<file path="config.mk">
export PLATFORM = sky130hd
export DESIGN_NAME = dual_timer
export DESIGN_NICKNAME = d
export VERILOG_FILES = /design/src/fall_detect.v /design/src/tick_prescaler.v /design/src/dual_timer.v
export VERILOG_INCLUDE_DIRS = /design/src
export SDC_FILE = /design/constraint.sdc
export NUM_CORES = 1
export LEC_CHECK = 0
export BUFFER_PORTS_ARGS = -buffer_cell sky130_fd_sc_hd__buf_4
export CORE_MARGIN = 3
export CORE_UTILIZATION = 45
export CTS_BUF_LIST = sky130_fd_sc_hd__clkbuf_8
export CTS_CLUSTER_SIZE = 8
export DETAILED_ROUTE_END_ITERATION = 8
export PLACE_DENSITY = 0.65
export SKIP_CTS_REPAIR_TIMING = 1
export SYNTH_ARGS = -nofsm -noshare
export SYNTH_HDL_FRONTEND = slang
export SYNTH_SLANG_ARGS = --single-unit
</file>
<file path="constraint.sdc">
create_clock -name sys_clk -period 2.45 [get_ports sys_clk]
set_input_delay 0.49 -clock sys_clk [delete_from_list [all_inputs] [get_ports sys_clk]]
set_output_delay 0.49 -clock sys_clk [all_outputs]
set_load 0.05 [all_outputs]
</file>
<file path="src/legacy_timer_map.vh">
// register addresses, field positions, reset values and counts of the
// two-timer block; definitions only, included by the timer files
`ifndef LEGACY_TIMER_MAP_VH
`define LEGACY_TIMER_MAP_VH

// special function register addresses
`define ADDR_TIMER_CONTROL  8'h88
`define ADDR_TIMER_MODE     8'h89
`define ADDR_LOW_BYTE_A     8'h8a
`define ADDR_LOW_BYTE_B     8'h8b
`define ADDR_HIGH_BYTE_A    8'h8c
`define ADDR_HIGH_BYTE_B    8'h8d
`define ADDR_TICK_DIVIDER   8'h8e

// timer_control_reg fields
`define CTL_OVF_B           7
`define CTL_RUN_B           6
`define CTL_OVF_A           5
`define CTL_RUN_A           4

// timer_mode_reg fields (timer b in the upper nibble)
`define MOD_GATE_B          7
`define MOD_SRC_B           6
`define MOD_MODE_B_HI       5
`define MOD_MODE_B_LO       4
`define MOD_GATE_A          3
`define MOD_SRC_A           2
`define MOD_MODE_A_HI       1
`define MOD_MODE_A_LO       0

// tick_divider_reg fields
`define DIV_SPARE           5
`define DIV_TICK_B          4
`define DIV_TICK_A          3

// mode_field encodings
`define MODE_13BIT          2'h0
`define MODE_16BIT          2'h1
`define MODE_RELOAD8        2'h2
`define MODE_SPLIT          2'h3

// reset values
`define RST_CONTROL         8'h00
`define RST_MODE            8'h00
`define RST_DIVIDER         8'h00
`define RST_COUNT           8'h00

// system clocks per slow tick
`define TICK_DIVIDE         4'hc

`endif

</file>
<file path="src/fall_detect.v">
// synchronises one pin into sys_clk and reports its level and falling edges
// assumes the pin is asynchronous and holds each level at least two clocks
module fall_detect (
  // clock and reset
  input  wire sys_clk,
  input  wire rst,
  // pin side
  input  wire pin_in,
  // synchronised side
  output wire level,
  output wire fall
);

  reg meta_q;   // first stage, read by stage two only
  reg sync_q;   // second stage, safe to use
  reg prev_q;   // previous safe level

  // two flops then one history flop
  always @(posedge sys_clk) begin
    if (rst) begin
      meta_q <= 1'b1;
      sync_q <= 1'b1;
      prev_q <= 1'b1;
    end else begin
      meta_q <= pin_in;
      sync_q <= meta_q;
      prev_q <= sync_q;
    end
  end

  assign level = sync_q;
  assign fall  = prev_q & ~sync_q;  // high to low seen

endmodule // fall_detect

</file>
<file path="src/tick_prescaler.v">
// makes a one-cycle enable every twelfth system clock
// assumes one clock domain and a synchronous active-high reset
`include "legacy_timer_map.vh"
module tick_prescaler (
  // clock and reset
  input  wire sys_clk,
  input  wire rst,
  // slow tick
  output reg  tick12
);

  reg [3:0] cnt_q;  // cycles since last tick

  // free-running divide by twelve
  always @(posedge sys_clk) begin
    if (rst) begin
      cnt_q  <= 4'h0;
      tick12 <= 1'b0;
    end else if (cnt_q == (`TICK_DIVIDE - 4'h1)) begin
      cnt_q  <= 4'h0;
      tick12 <= 1'b1;
    end else begin
      cnt_q  <= cnt_q + 4'h1;
      tick12 <= 1'b0;
    end
  end

endmodule // tick_prescaler

</file>
<file path="src/dual_timer.v">
// two legacy counter/timers reached as special function registers
// assumes a cpu sfr port on sys_clk and asynchronous count and gate pins
`include "legacy_timer_map.vh"
module dual_timer (
  // clock and reset
  input  wire       sys_clk,
  input  wire       rst,
  // sfr port from the cpu
  input  wire [7:0] sfr_addr,
  input  wire       sfr_wr,
  input  wire [7:0] sfr_wdata,
  input  wire       sfr_rd,
  output reg  [7:0] sfr_rdata,
  // interrupt vector acknowledges
  input  wire       vector_ack_a,
  input  wire       vector_ack_b,
  // pins
  input  wire       count_pin_a,
  input  wire       count_pin_b,
  input  wire       gate_pin_a,
  input  wire       gate_pin_b,
  // status outputs
  output reg        overflow_flag_a,
  output reg        overflow_flag_b,
  output reg        baud_tick
);

  // software visible state
  reg [7:0] timer_control_q;   // run bits; flags held separately
  reg [7:0] timer_mode_q;      // both mode nibbles
  reg [7:0] tick_divider_q;    // tick_divide_bits
  reg [7:0] low_byte_a_q;      // timer a low byte
  reg [7:0] high_byte_a_q;     // timer a high byte
  reg [7:0] low_byte_b_q;      // timer b low byte
  reg [7:0] high_byte_b_q;     // timer b high byte

  // next values
  reg [7:0] low_byte_a_d;
  reg [7:0] high_byte_a_d;
  reg [7:0] low_byte_b_d;
  reg [7:0] high_byte_b_d;
  reg       ovf_a_hit;         // timer a overflow this cycle
  reg       ovf_b_hit;         // timer b overflow this cycle
  reg       ovf_high_a_hit;    // split high byte overflow
  reg       ovf_flag_a_d;
  reg       ovf_flag_b_d;
  reg [7:0] rdata_d;

  // synchronised pin information
  wire      fall_a;            // count_pin_a falling edge
  wire      fall_b;            // count_pin_b falling edge
  wire      gate_level_a;      // gate_pin_a level
  wire      gate_level_b;      // gate_pin_b level
  wire      tick12;            // clock divided by twelve

  // decoded control fields
  wire [1:0] mode_field_a = timer_mode_q[`MOD_MODE_A_HI:`MOD_MODE_A_LO];
  wire [1:0] mode_field_b = timer_mode_q[`MOD_MODE_B_HI:`MOD_MODE_B_LO];
  wire       gate_select_a   = timer_mode_q[`MOD_GATE_A];
  wire       gate_select_b   = timer_mode_q[`MOD_GATE_B];
  wire       source_select_a = timer_mode_q[`MOD_SRC_A];
  wire       source_select_b = timer_mode_q[`MOD_SRC_B];
  wire       run_bit_a       = timer_control_q[`CTL_RUN_A];
  wire       run_bit_b       = timer_control_q[`CTL_RUN_B];
  wire       split_a         = (mode_field_a == `MODE_SPLIT);

  // write strobes per register
  wire wr_ctl  = sfr_wr & (sfr_addr == `ADDR_TIMER_CONTROL);
  wire wr_mod  = sfr_wr & (sfr_addr == `ADDR_TIMER_MODE);
  wire wr_div  = sfr_wr & (sfr_addr == `ADDR_TICK_DIVIDER);
  wire wr_tla  = sfr_wr & (sfr_addr == `ADDR_LOW_BYTE_A);
  wire wr_tha  = sfr_wr & (sfr_addr == `ADDR_HIGH_BYTE_A);
  wire wr_tlb  = sfr_wr & (sfr_addr == `ADDR_LOW_BYTE_B);
  wire wr_thb  = sfr_wr & (sfr_addr == `ADDR_HIGH_BYTE_B);

  // pin synchronisers; two flops ahead of any logic
  fall_detect u_count_a (
    .sys_clk (sys_clk),
    .rst     (rst),
    .pin_in  (count_pin_a),
    .level   (),
    .fall    (fall_a)
  );

  fall_detect u_count_b (
    .sys_clk (sys_clk),
    .rst     (rst),
    .pin_in  (count_pin_b),
    .level   (),
    .fall    (fall_b)
  );

  fall_detect u_gate_a (
    .sys_clk (sys_clk),
    .rst     (rst),
    .pin_in  (gate_pin_a),
    .level   (gate_level_a),
    .fall    ()
  );

  fall_detect u_gate_b (
    .sys_clk (sys_clk),
    .rst     (rst),
    .pin_in  (gate_pin_b),
    .level   (gate_level_b),
    .fall    ()
  );

  // shared divide-by-twelve tick
  tick_prescaler u_prescale (
    .sys_clk (sys_clk),
    .rst     (rst),
    .tick12  (tick12)
  );

  // timer tick: full clock or one in twelve
  function tick_sel;
    input fast;
    input slow_tick;
    begin
      tick_sel = fast | slow_tick;
    end
  endfunction

  // one counting step of a timer in modes 0 to 2
  // returns {overflow, high, low}
  function [16:0] step;
    input [1:0] mode;
    input [7:0] hi;
    input [7:0] lo;
    reg   [13:0] c13;
    reg   [16:0] c16;
    reg   [8:0]  c8;
    begin
      c13 = {1'b0, hi, lo[4:0]} + 14'h0001;
      c16 = {1'b0, hi, lo} + 17'h00001;
      c8  = {1'b0, lo} + 9'h001;
      case (mode)
        `MODE_13BIT: begin
          // low byte upper bits left untouched
          step = {c13[13], c13[12:5], lo[7:5], c13[4:0]};
        end
        `MODE_16BIT: begin
          step = c16;
        end
        `MODE_RELOAD8: begin
          // reload from high byte, high byte unchanged
          step = {c8[8], hi, (c8[8] ? hi : c8[7:0])};
        end
        default: begin
          step = {1'b0, hi, lo};
        end
      endcase
    end
  endfunction

  // source and gate qualification of timer a, plus the tick and gate terms of timer b
  wire tick_a   = tick_sel(tick_divider_q[`DIV_TICK_A], tick12);
  wire tick_b   = tick_sel(tick_divider_q[`DIV_TICK_B], tick12);
  wire gate_ok_a = ~gate_select_a | gate_level_a;
  wire gate_ok_b = ~gate_select_b | gate_level_b;
  wire src_ev_a  = source_select_a ? fall_a : tick_a;
  wire en_a      = run_bit_a & gate_ok_a & src_ev_a;
  // timer b: pins ignored while timer a is split
  wire src_ev_b  = (source_select_b & ~split_a) ? fall_b : tick_b;
  // while split the run bit belongs to the high byte of timer a
  wire run_b_eff = split_a ? 1'b1 : (run_bit_b & gate_ok_b);
  wire en_b      = (mode_field_b != `MODE_SPLIT) & run_b_eff & src_ev_b;
  // split high byte: ticks only, run by run_bit_b
  wire en_high_a = split_a & run_bit_b & tick_a;

  // counter next state; a cpu write to a byte wins over counting
  always @* begin
    low_byte_a_d   = low_byte_a_q;
    high_byte_a_d  = high_byte_a_q;
    low_byte_b_d   = low_byte_b_q;
    high_byte_b_d  = high_byte_b_q;
    ovf_a_hit      = 1'b0;
    ovf_b_hit      = 1'b0;
    ovf_high_a_hit = 1'b0;
    // timer a
    if (split_a) begin
      // low byte as its own 8-bit counter
      if (en_a) begin
        {ovf_a_hit, low_byte_a_d} = {1'b0, low_byte_a_q} + 9'h001;
      end
      // high byte as a tick-only 8-bit timer
      if (en_high_a) begin
        {ovf_high_a_hit, high_byte_a_d} = {1'b0, high_byte_a_q} + 9'h001;
      end
    end else if (en_a) begin
      {ovf_a_hit, high_byte_a_d, low_byte_a_d} =
        step(mode_field_a, high_byte_a_q, low_byte_a_q);
    end
    // timer b, modes 0 to 2 only
    if (en_b) begin
      {ovf_b_hit, high_byte_b_d, low_byte_b_d} =
        step(mode_field_b, high_byte_b_q, low_byte_b_q);
    end
    // software writes preload; run bit leaves counts alone
    if (wr_tla) begin
      low_byte_a_d = sfr_wdata;
    end
    if (wr_tha) begin
      high_byte_a_d = sfr_wdata;
    end
    if (wr_tlb) begin
      low_byte_b_d = sfr_wdata;
    end
    if (wr_thb) begin
      high_byte_b_d = sfr_wdata;
    end
  end

  // overflow flags: write, then vector clear, then hardware set wins
  always @* begin
    ovf_flag_a_d = overflow_flag_a;
    ovf_flag_b_d = overflow_flag_b;
    if (wr_ctl) begin
      ovf_flag_a_d = sfr_wdata[`CTL_OVF_A];
      ovf_flag_b_d = sfr_wdata[`CTL_OVF_B];
    end
    if (vector_ack_a) begin
      ovf_flag_a_d = 1'b0;
    end
    if (vector_ack_b) begin
      ovf_flag_b_d = 1'b0;
    end
    if (ovf_a_hit) begin
      ovf_flag_a_d = 1'b1;
    end
    // split: high byte of a drives flag b, timer b never does
    if (split_a ? ovf_high_a_hit : ovf_b_hit) begin
      ovf_flag_b_d = 1'b1;
    end
  end

  // read data mux; unused bits read zero
  always @* begin
    case (sfr_addr)
      `ADDR_TIMER_CONTROL: begin
        rdata_d = {overflow_flag_b, run_bit_b, overflow_flag_a, run_bit_a, 4'h0};
      end
      `ADDR_TIMER_MODE: begin
        rdata_d = timer_mode_q;
      end
      `ADDR_TICK_DIVIDER: begin
        rdata_d = {2'h0, tick_divider_q[5:3], 3'h0};
      end
      `ADDR_LOW_BYTE_A: begin
        rdata_d = low_byte_a_q;
      end
      `ADDR_HIGH_BYTE_A: begin
        rdata_d = high_byte_a_q;
      end
      `ADDR_LOW_BYTE_B: begin
        rdata_d = low_byte_b_q;
      end
      `ADDR_HIGH_BYTE_B: begin
        rdata_d = high_byte_b_q;
      end
      default: begin
        rdata_d = 8'h00;
      end
    endcase
  end

  // configuration registers
  always @(posedge sys_clk) begin
    if (rst) begin
      timer_control_q <= `RST_CONTROL;
      timer_mode_q    <= `RST_MODE;
      tick_divider_q  <= `RST_DIVIDER;
    end else begin
      if (wr_ctl) begin
        // only the run bits live here
        timer_control_q <= {1'b0, sfr_wdata[`CTL_RUN_B], 1'b0, sfr_wdata[`CTL_RUN_A], 4'h0};
      end
      if (wr_mod) begin
        timer_mode_q <= sfr_wdata;
      end
      if (wr_div) begin
        tick_divider_q <= {2'h0, sfr_wdata[5:3], 3'h0};
      end
    end
  end

  // count registers and flags
  always @(posedge sys_clk) begin
    if (rst) begin
      low_byte_a_q    <= `RST_COUNT;
      high_byte_a_q   <= `RST_COUNT;
      low_byte_b_q    <= `RST_COUNT;
      high_byte_b_q   <= `RST_COUNT;
      overflow_flag_a <= 1'b0;
      overflow_flag_b <= 1'b0;
      baud_tick       <= 1'b0;
    end else begin
      low_byte_a_q    <= low_byte_a_d;
      high_byte_a_q   <= high_byte_a_d;
      low_byte_b_q    <= low_byte_b_d;
      high_byte_b_q   <= high_byte_b_d;
      overflow_flag_a <= ovf_flag_a_d;
      overflow_flag_b <= ovf_flag_b_d;
      // timer b overflow stays usable as a rate source
      baud_tick       <= ovf_b_hit;
    end
  end

  // registered read port
  always @(posedge sys_clk) begin
    if (rst) begin
      sfr_rdata <= 8'h00;
    end else if (sfr_rd) begin
      sfr_rdata <= rdata_d;
    end
  end

endmodule // dual_timer

</file>
Word level (Yosys, flattened, before mapping)
Cells that the tools add are included.
- add/subtract/negate cells: 8
- multipliers: 0
- divide/modulo/power cells: 0
- $lt $le $gt $ge: 0
- equal/unequal tests: 19
- shifts and indexed selects: 0
- mux-type cells: 33
- bitwise operators: 26
- reduce and logical (&&, ||, !) cells: 21
- operator list (operator ; number):
    $mux 8 ; 14
    $pmux 17 s3 ; 2
    $eq 8x8->1 const B ; 7
    $pmux 8 s7 ; 1
    $add 16x1->17 const B ; 2
    $add 13x1->14 const B ; 2
    $add 8x1->9 const B ; 3
    $and 1x1->1 ; 17
    $mux 1 ; 16
    $reduce_bool 3->1 ; 5
    $reduce_bool 4->1 ; 3
    $reduce_and 3->1 ; 3
    $eq 2x2->1 const B ; 3
    $ne 2x2->1 const B ; 3
    $ne 3x3->1 const B ; 2
    $reduce_bool 2->1 ; 3
    $not 1->1 ; 5
    $reduce_bool 5->1 ; 1
    $add 4x1->4 const B ; 1
    $eq 2x1->1 const B ; 2
    $eq 4x4->1 const B ; 1
    $logic_not 2->1 ; 2
    $or 1x1->1 ; 4
    $reduce_and 2->1 ; 2
    3 further kinds ; 3
- bits in registers: 71
- latch bits: 0
- memory bits (writable): 0
- bits in read-only memories: 0
- input port bits: 26
- output and inout port bits: 11
- memories kept: 0

Depth between registers and ports, before layout
- depth in word-level cells: 9
- gate-level depth with buffers: 8

Cells and area by module
A second synthesis with hierarchy kept.
- cells, all modules: 585
- area total of the unflattened synthesis: 4614.4 µm²
- by module, submodules not included (module ; times used ; cells an instance ; area each (µm²) ; seq. area each (µm²)):
    dual_timer ; 1 ; 539 ; 4075.2 ; 1121.1
    fall_detect ; 4 ; 7 ; 85.1 ; 60.1
    tick_prescaler ; 1 ; 18 ; 198.9 ; 100.1

Worst setup path before layout
OpenSTA, ideal clock, no wires.
- path type: register to register
- from: register timer_mode_q[0]
- to: register high_byte_b_q[5]
- setup time: 91 ps
- arrival time: 2218 ps
- required time: 2359 ps
- path slack: 141 ps
- stages on the path, launching flop included: 8
- path buffers: 1
- period minus slack after synthesis: 2309 ps
- cell sequence: dfxtp_1 -> ha_1 -> buf_2 -> nor2b_1 -> mux2_4 -> or4_4 -> or3_1 -> a311oi_1
- word-level cells in the longest chain between the ends: 7
- RTL lines (element ; RTL line ; source):
    start: declaration ; dual_timer.v:30 ; reg [7:0] timer_mode_q;
    start signal: assignment ; dual_timer.v:272 ; timer_mode_q <= `RST_MODE;
    start signal: assignment ; dual_timer.v:280 ; timer_mode_q <= sfr_wdata;
    $eq 2x2->1 (no line) * ; n/a ;
    $not 1->1 ; dual_timer.v:165 ; wire src_ev_b = (source_select_b & ~split_a) ? fall_b : tick_b;
    $and 1x1->1 ; dual_timer.v:165 ;
    $mux 1 ; dual_timer.v:165 ;
    $and 1x1->1 * ; dual_timer.v:168 ; wire en_b = (mode_field_b != `MODE_SPLIT) & run_b_eff & src_ev_b;
    $reduce_bool 2->1 (no line) * ; n/a ;
    $reduce_and 3->1 (no line) * ; n/a ;
    end signal: assignment ; dual_timer.v:294 ; high_byte_b_q <= `RST_COUNT;
    end signal: assignment ; dual_timer.v:302 ; high_byte_b_q <= high_byte_b_d;
    end: declaration ; dual_timer.v:35 ; reg [7:0] high_byte_b_q;
Mark *: on every way between the ends. The rest lies on a longest branch, timed or not.
A chain may end at the register's enable or synchronous reset.

Final worst setup path
- from: register low_byte_b_q[0]
- to: register high_byte_b_q[7]
- word-level cells in the longest chain between the ends: 4
- RTL lines (element ; RTL line ; source):
    start: declaration ; dual_timer.v:34 ; reg [7:0] low_byte_b_q;
    start signal: assignment ; dual_timer.v:293 ; low_byte_b_q <= `RST_COUNT;
    start signal: assignment ; dual_timer.v:301 ; low_byte_b_q <= low_byte_b_d;
    $add 16x1->17 or $add 13x1->14 (tied branches) ; dual_timer.v:136, dual_timer.v:135 ;
    $pmux 17 s3 * ; dual_timer.v:138 ; case (mode)
    $mux 8 * ; dual_timer.v:196 ; if (en_b) begin
    $mux 8 * ; dual_timer.v:210 ; if (wr_thb) begin
Mark *: on every way between the ends. The rest lies on a longest branch, timed or not. The select of a mux whose other input is x is not followed.

==> metrics.md <==
| Metric | Value |
|---|---|
| Slew headroom | 0.576 |
| Chip width | 108 µm |
| Row count | 36 |
| Status | finished, final reports clean |
| Final Critical Period | 2.40 ns |
| GRT Total Usage | 0.282 |
| WHS | 0.314 ns |
| Post-synth ARST share | 0 |
| DRC Markers | 0 |
| Initial Util | 0.473 |
| Critical path type | flip-flop to flip-flop |
| Vias per cell | 6.64 |
| R2R cell count | 6 |
| Tcrit/Tclk final | 0.980 |
| Multi-input logic area | 3060 µm² |
| Worst setup SP type | flip-flop |
| Initial DRC count | 511 |
| Distinct cells, synth | 82 |
| Router iterations before antenna repair | 6 |
| Post-Syn Instances | 580 |
| Num CTS Buffers | 9 |
| Diodes inserted | 0 |
| Sequential standard cell area | 1420 µm² |
| Worst Path Arrival | 2.67 ns |
| Hold Path Cell Cnt | 2 |
| Boundary pin count | 37 |
| Peak VDD IR | 0.389 mV |
| Net count, final | 650 |
| Max Root-Sink Buffers | 2 |
| Post-route worst setup slack | 0.0500 ns |
| Critical Path Source | low_byte_b_q[0] |
| ANT nets after route | 0 |
| Critical R2R Launch | low_byte_b_q[0] |
| Worst Path Required | 2.72 ns |
| WL final | 16,300 µm |
| Largest net degree at the start of global routing | 51 |
| Final slew viol count | 0 |
| Fmax | 0.417 GHz |
| Total number of vias | 5,003 |
| P per Cell Area | 415 nW/µm² |
| Number of synthesized flops with an enable pin | 0 |
| Post-detail-place hpwl | 11,900 µm |
| Cell taking the most area after synthesis | dfxtp_1 |
| Die height | 108 µm |
| RePlAce Congestion | 0.974 |
| Synth top area cells | dfxtp_1, mux2i_1, nor2_1 |
| CTS sink cnt | 71 |
| Vias in the first global route | 4,521 |
| Drt wl/cell | 21.6 µm |
| Most frequent cells in the layout | dfxtp_1, buf_4, nor2_1, nand2_1, nand3_1 |
| Ys flop type | dfxtp_1 |
| Hold path startpoint | count_pin_b |
| Clk Tree Root Cell | clkbuf_8 |
| Worst-path clk slew | 0.08 ns |
| IO Port Bufs | 36 |
| Post-synthesis sequential area ratio | 0.302 |
| Top-area cell type share of the netlist area | 0.302 |
| Max-cap violations | 0 |
| Synthesized flop and latch total | 71 |
| Hold crit path type | input port to flip-flop |
| Mapped Nets | 614 |
| Setup TNS | 0 ns |
| Clock Skew | 0.0116 ns |
| P_leak | 0.00198 µW |
| Die area | 11,700 µm² |
| Synth warn | 0 |
| Setup WS pre-CTS | 0.0991 ns |
| Design Power | 2250 µW |
| Worst Tran Pin Value | 0.627 ns |
| Remaining global-route overflow | 0 |
| Core Area | 9950 µm² |
| First-pass GRT wire length | 25,300 µm |
| Syn Area/Cell | 8.12 µm² |
| Final setup viols | 0 |
| # fillers | 953 |
| Post-Synthesis Cell Area | 4710 µm² |
| Area Overhead vs Synth | 15.1% |
| TritonCTS clock tree | done |
| # H-tree levels | 3 |
| Clock latency on the worst-skew pair | 0.36 ns |
| Final Hold Fails | 0 |
| Share of post-route cells with drive strength above 1 | 0.193 |
| Initial antenna violation count | 0 |
| Max FO, Critical Path | 6 |
| CP endpoint kind | flip-flop |
## critical path: stages (launching register included)
cell and delay [ns]:
dfxtp_1 0.44, ha_1 0.28, nand4_2 0.13, o32a_1 0.23, or4_4 0.56, or3_1 0.38
a311oi_2 0.29
## cells in the mapped netlist, types with 8 or more instances
cell and number:
a22o_1 10, a21oi_1 23, or2_2 13, inv_1 17, o211ai_1 14, nor3_1 16, nand3_1 27, nand4_1 13
xnor2_1 11, clkbuf_1 39, nand2_1 33, a31oi_1 16, dfxtp_1 71, a22oi_1 8, ha_1 8, nor2_1 47
mux2i_1 23, o21ai_0 21, nor2b_1 14, a221oi_1 9
## worst paths after layout
kind	end	slack (ns)
setup / recovery	high_byte_b_q[7]	0.05
hold / removal	u_count_b.meta_q	0.31
setup reg to reg	high_byte_b_q[7]	0.05
hold reg to reg	u_gate_b.level	0.41
## final cells by class
class | count | area share
Clock buffer | 9 | 0.0228
Inverter | 17 | 0.0118
Tap cell | 133 | 0.0307
Timing Repair Buffer | 70 | 0.0969
Sequential cell | 71 | 0.262
Multi-Input combinational cell | 447 | 0.564
Clock inverter | 7 | 0.0111
## sequential cells by signal, indices dropped and copies added, names as in the netlist, 2 cells and up
register          count
high_byte_a_q         8
high_byte_b_q         8
low_byte_a_q          8
low_byte_b_q          8
sfr_rdata             8
tick_divider_q        3
timer_control_q       2
timer_mode_q          8
u_prescale.cnt_q      4
## per-stage QoR
stage / util / instance area [µm²] / cells
after floorplan: - / 4710 / 580
after global placement: 0.525 / 5220 / 738
after detailed placement: 0.525 / 5220 / 738
after CTS: 0.543 / 5410 / 754
after global routing: 0.545 / 5420 / 754
final: 0.545 / 5420 / 754
## where the power goes
| part | leakage, µW | total (µW) | internal [µW] | switching, µW |
|---|---|---|---|---|
| combinational | 0.00132 | 172 | 65.7 | 106 |
| sequential | 0.000575 | 1170 | 1170 | 7.10 |
| clock | 0.0000848 | 906 | 385 | 521 |
## kinds of logic (layout without fill, tap and decap cells)
family,after synthesis,after routing,share of synthesized area
mux,30,30,0.0720
fa+ha+maj,8,8,0.0213
simple gates,221,221,0.260
buf+inv,62,103,0.0513
flops,71,71,0.302
xor+xnor,16,16,0.0298
compound gates,172,172,0.264
## metal layers
metal  vias up  track usage  wire [µm]
met2       297        0.413       7020
met1      2364        0.398       6830
met4         0        0.110        608
met3        47       0.0693       1790
li1       2295            -          -
met5         -            0          0
Note: power is estimated with default switching activity, not from simulation.
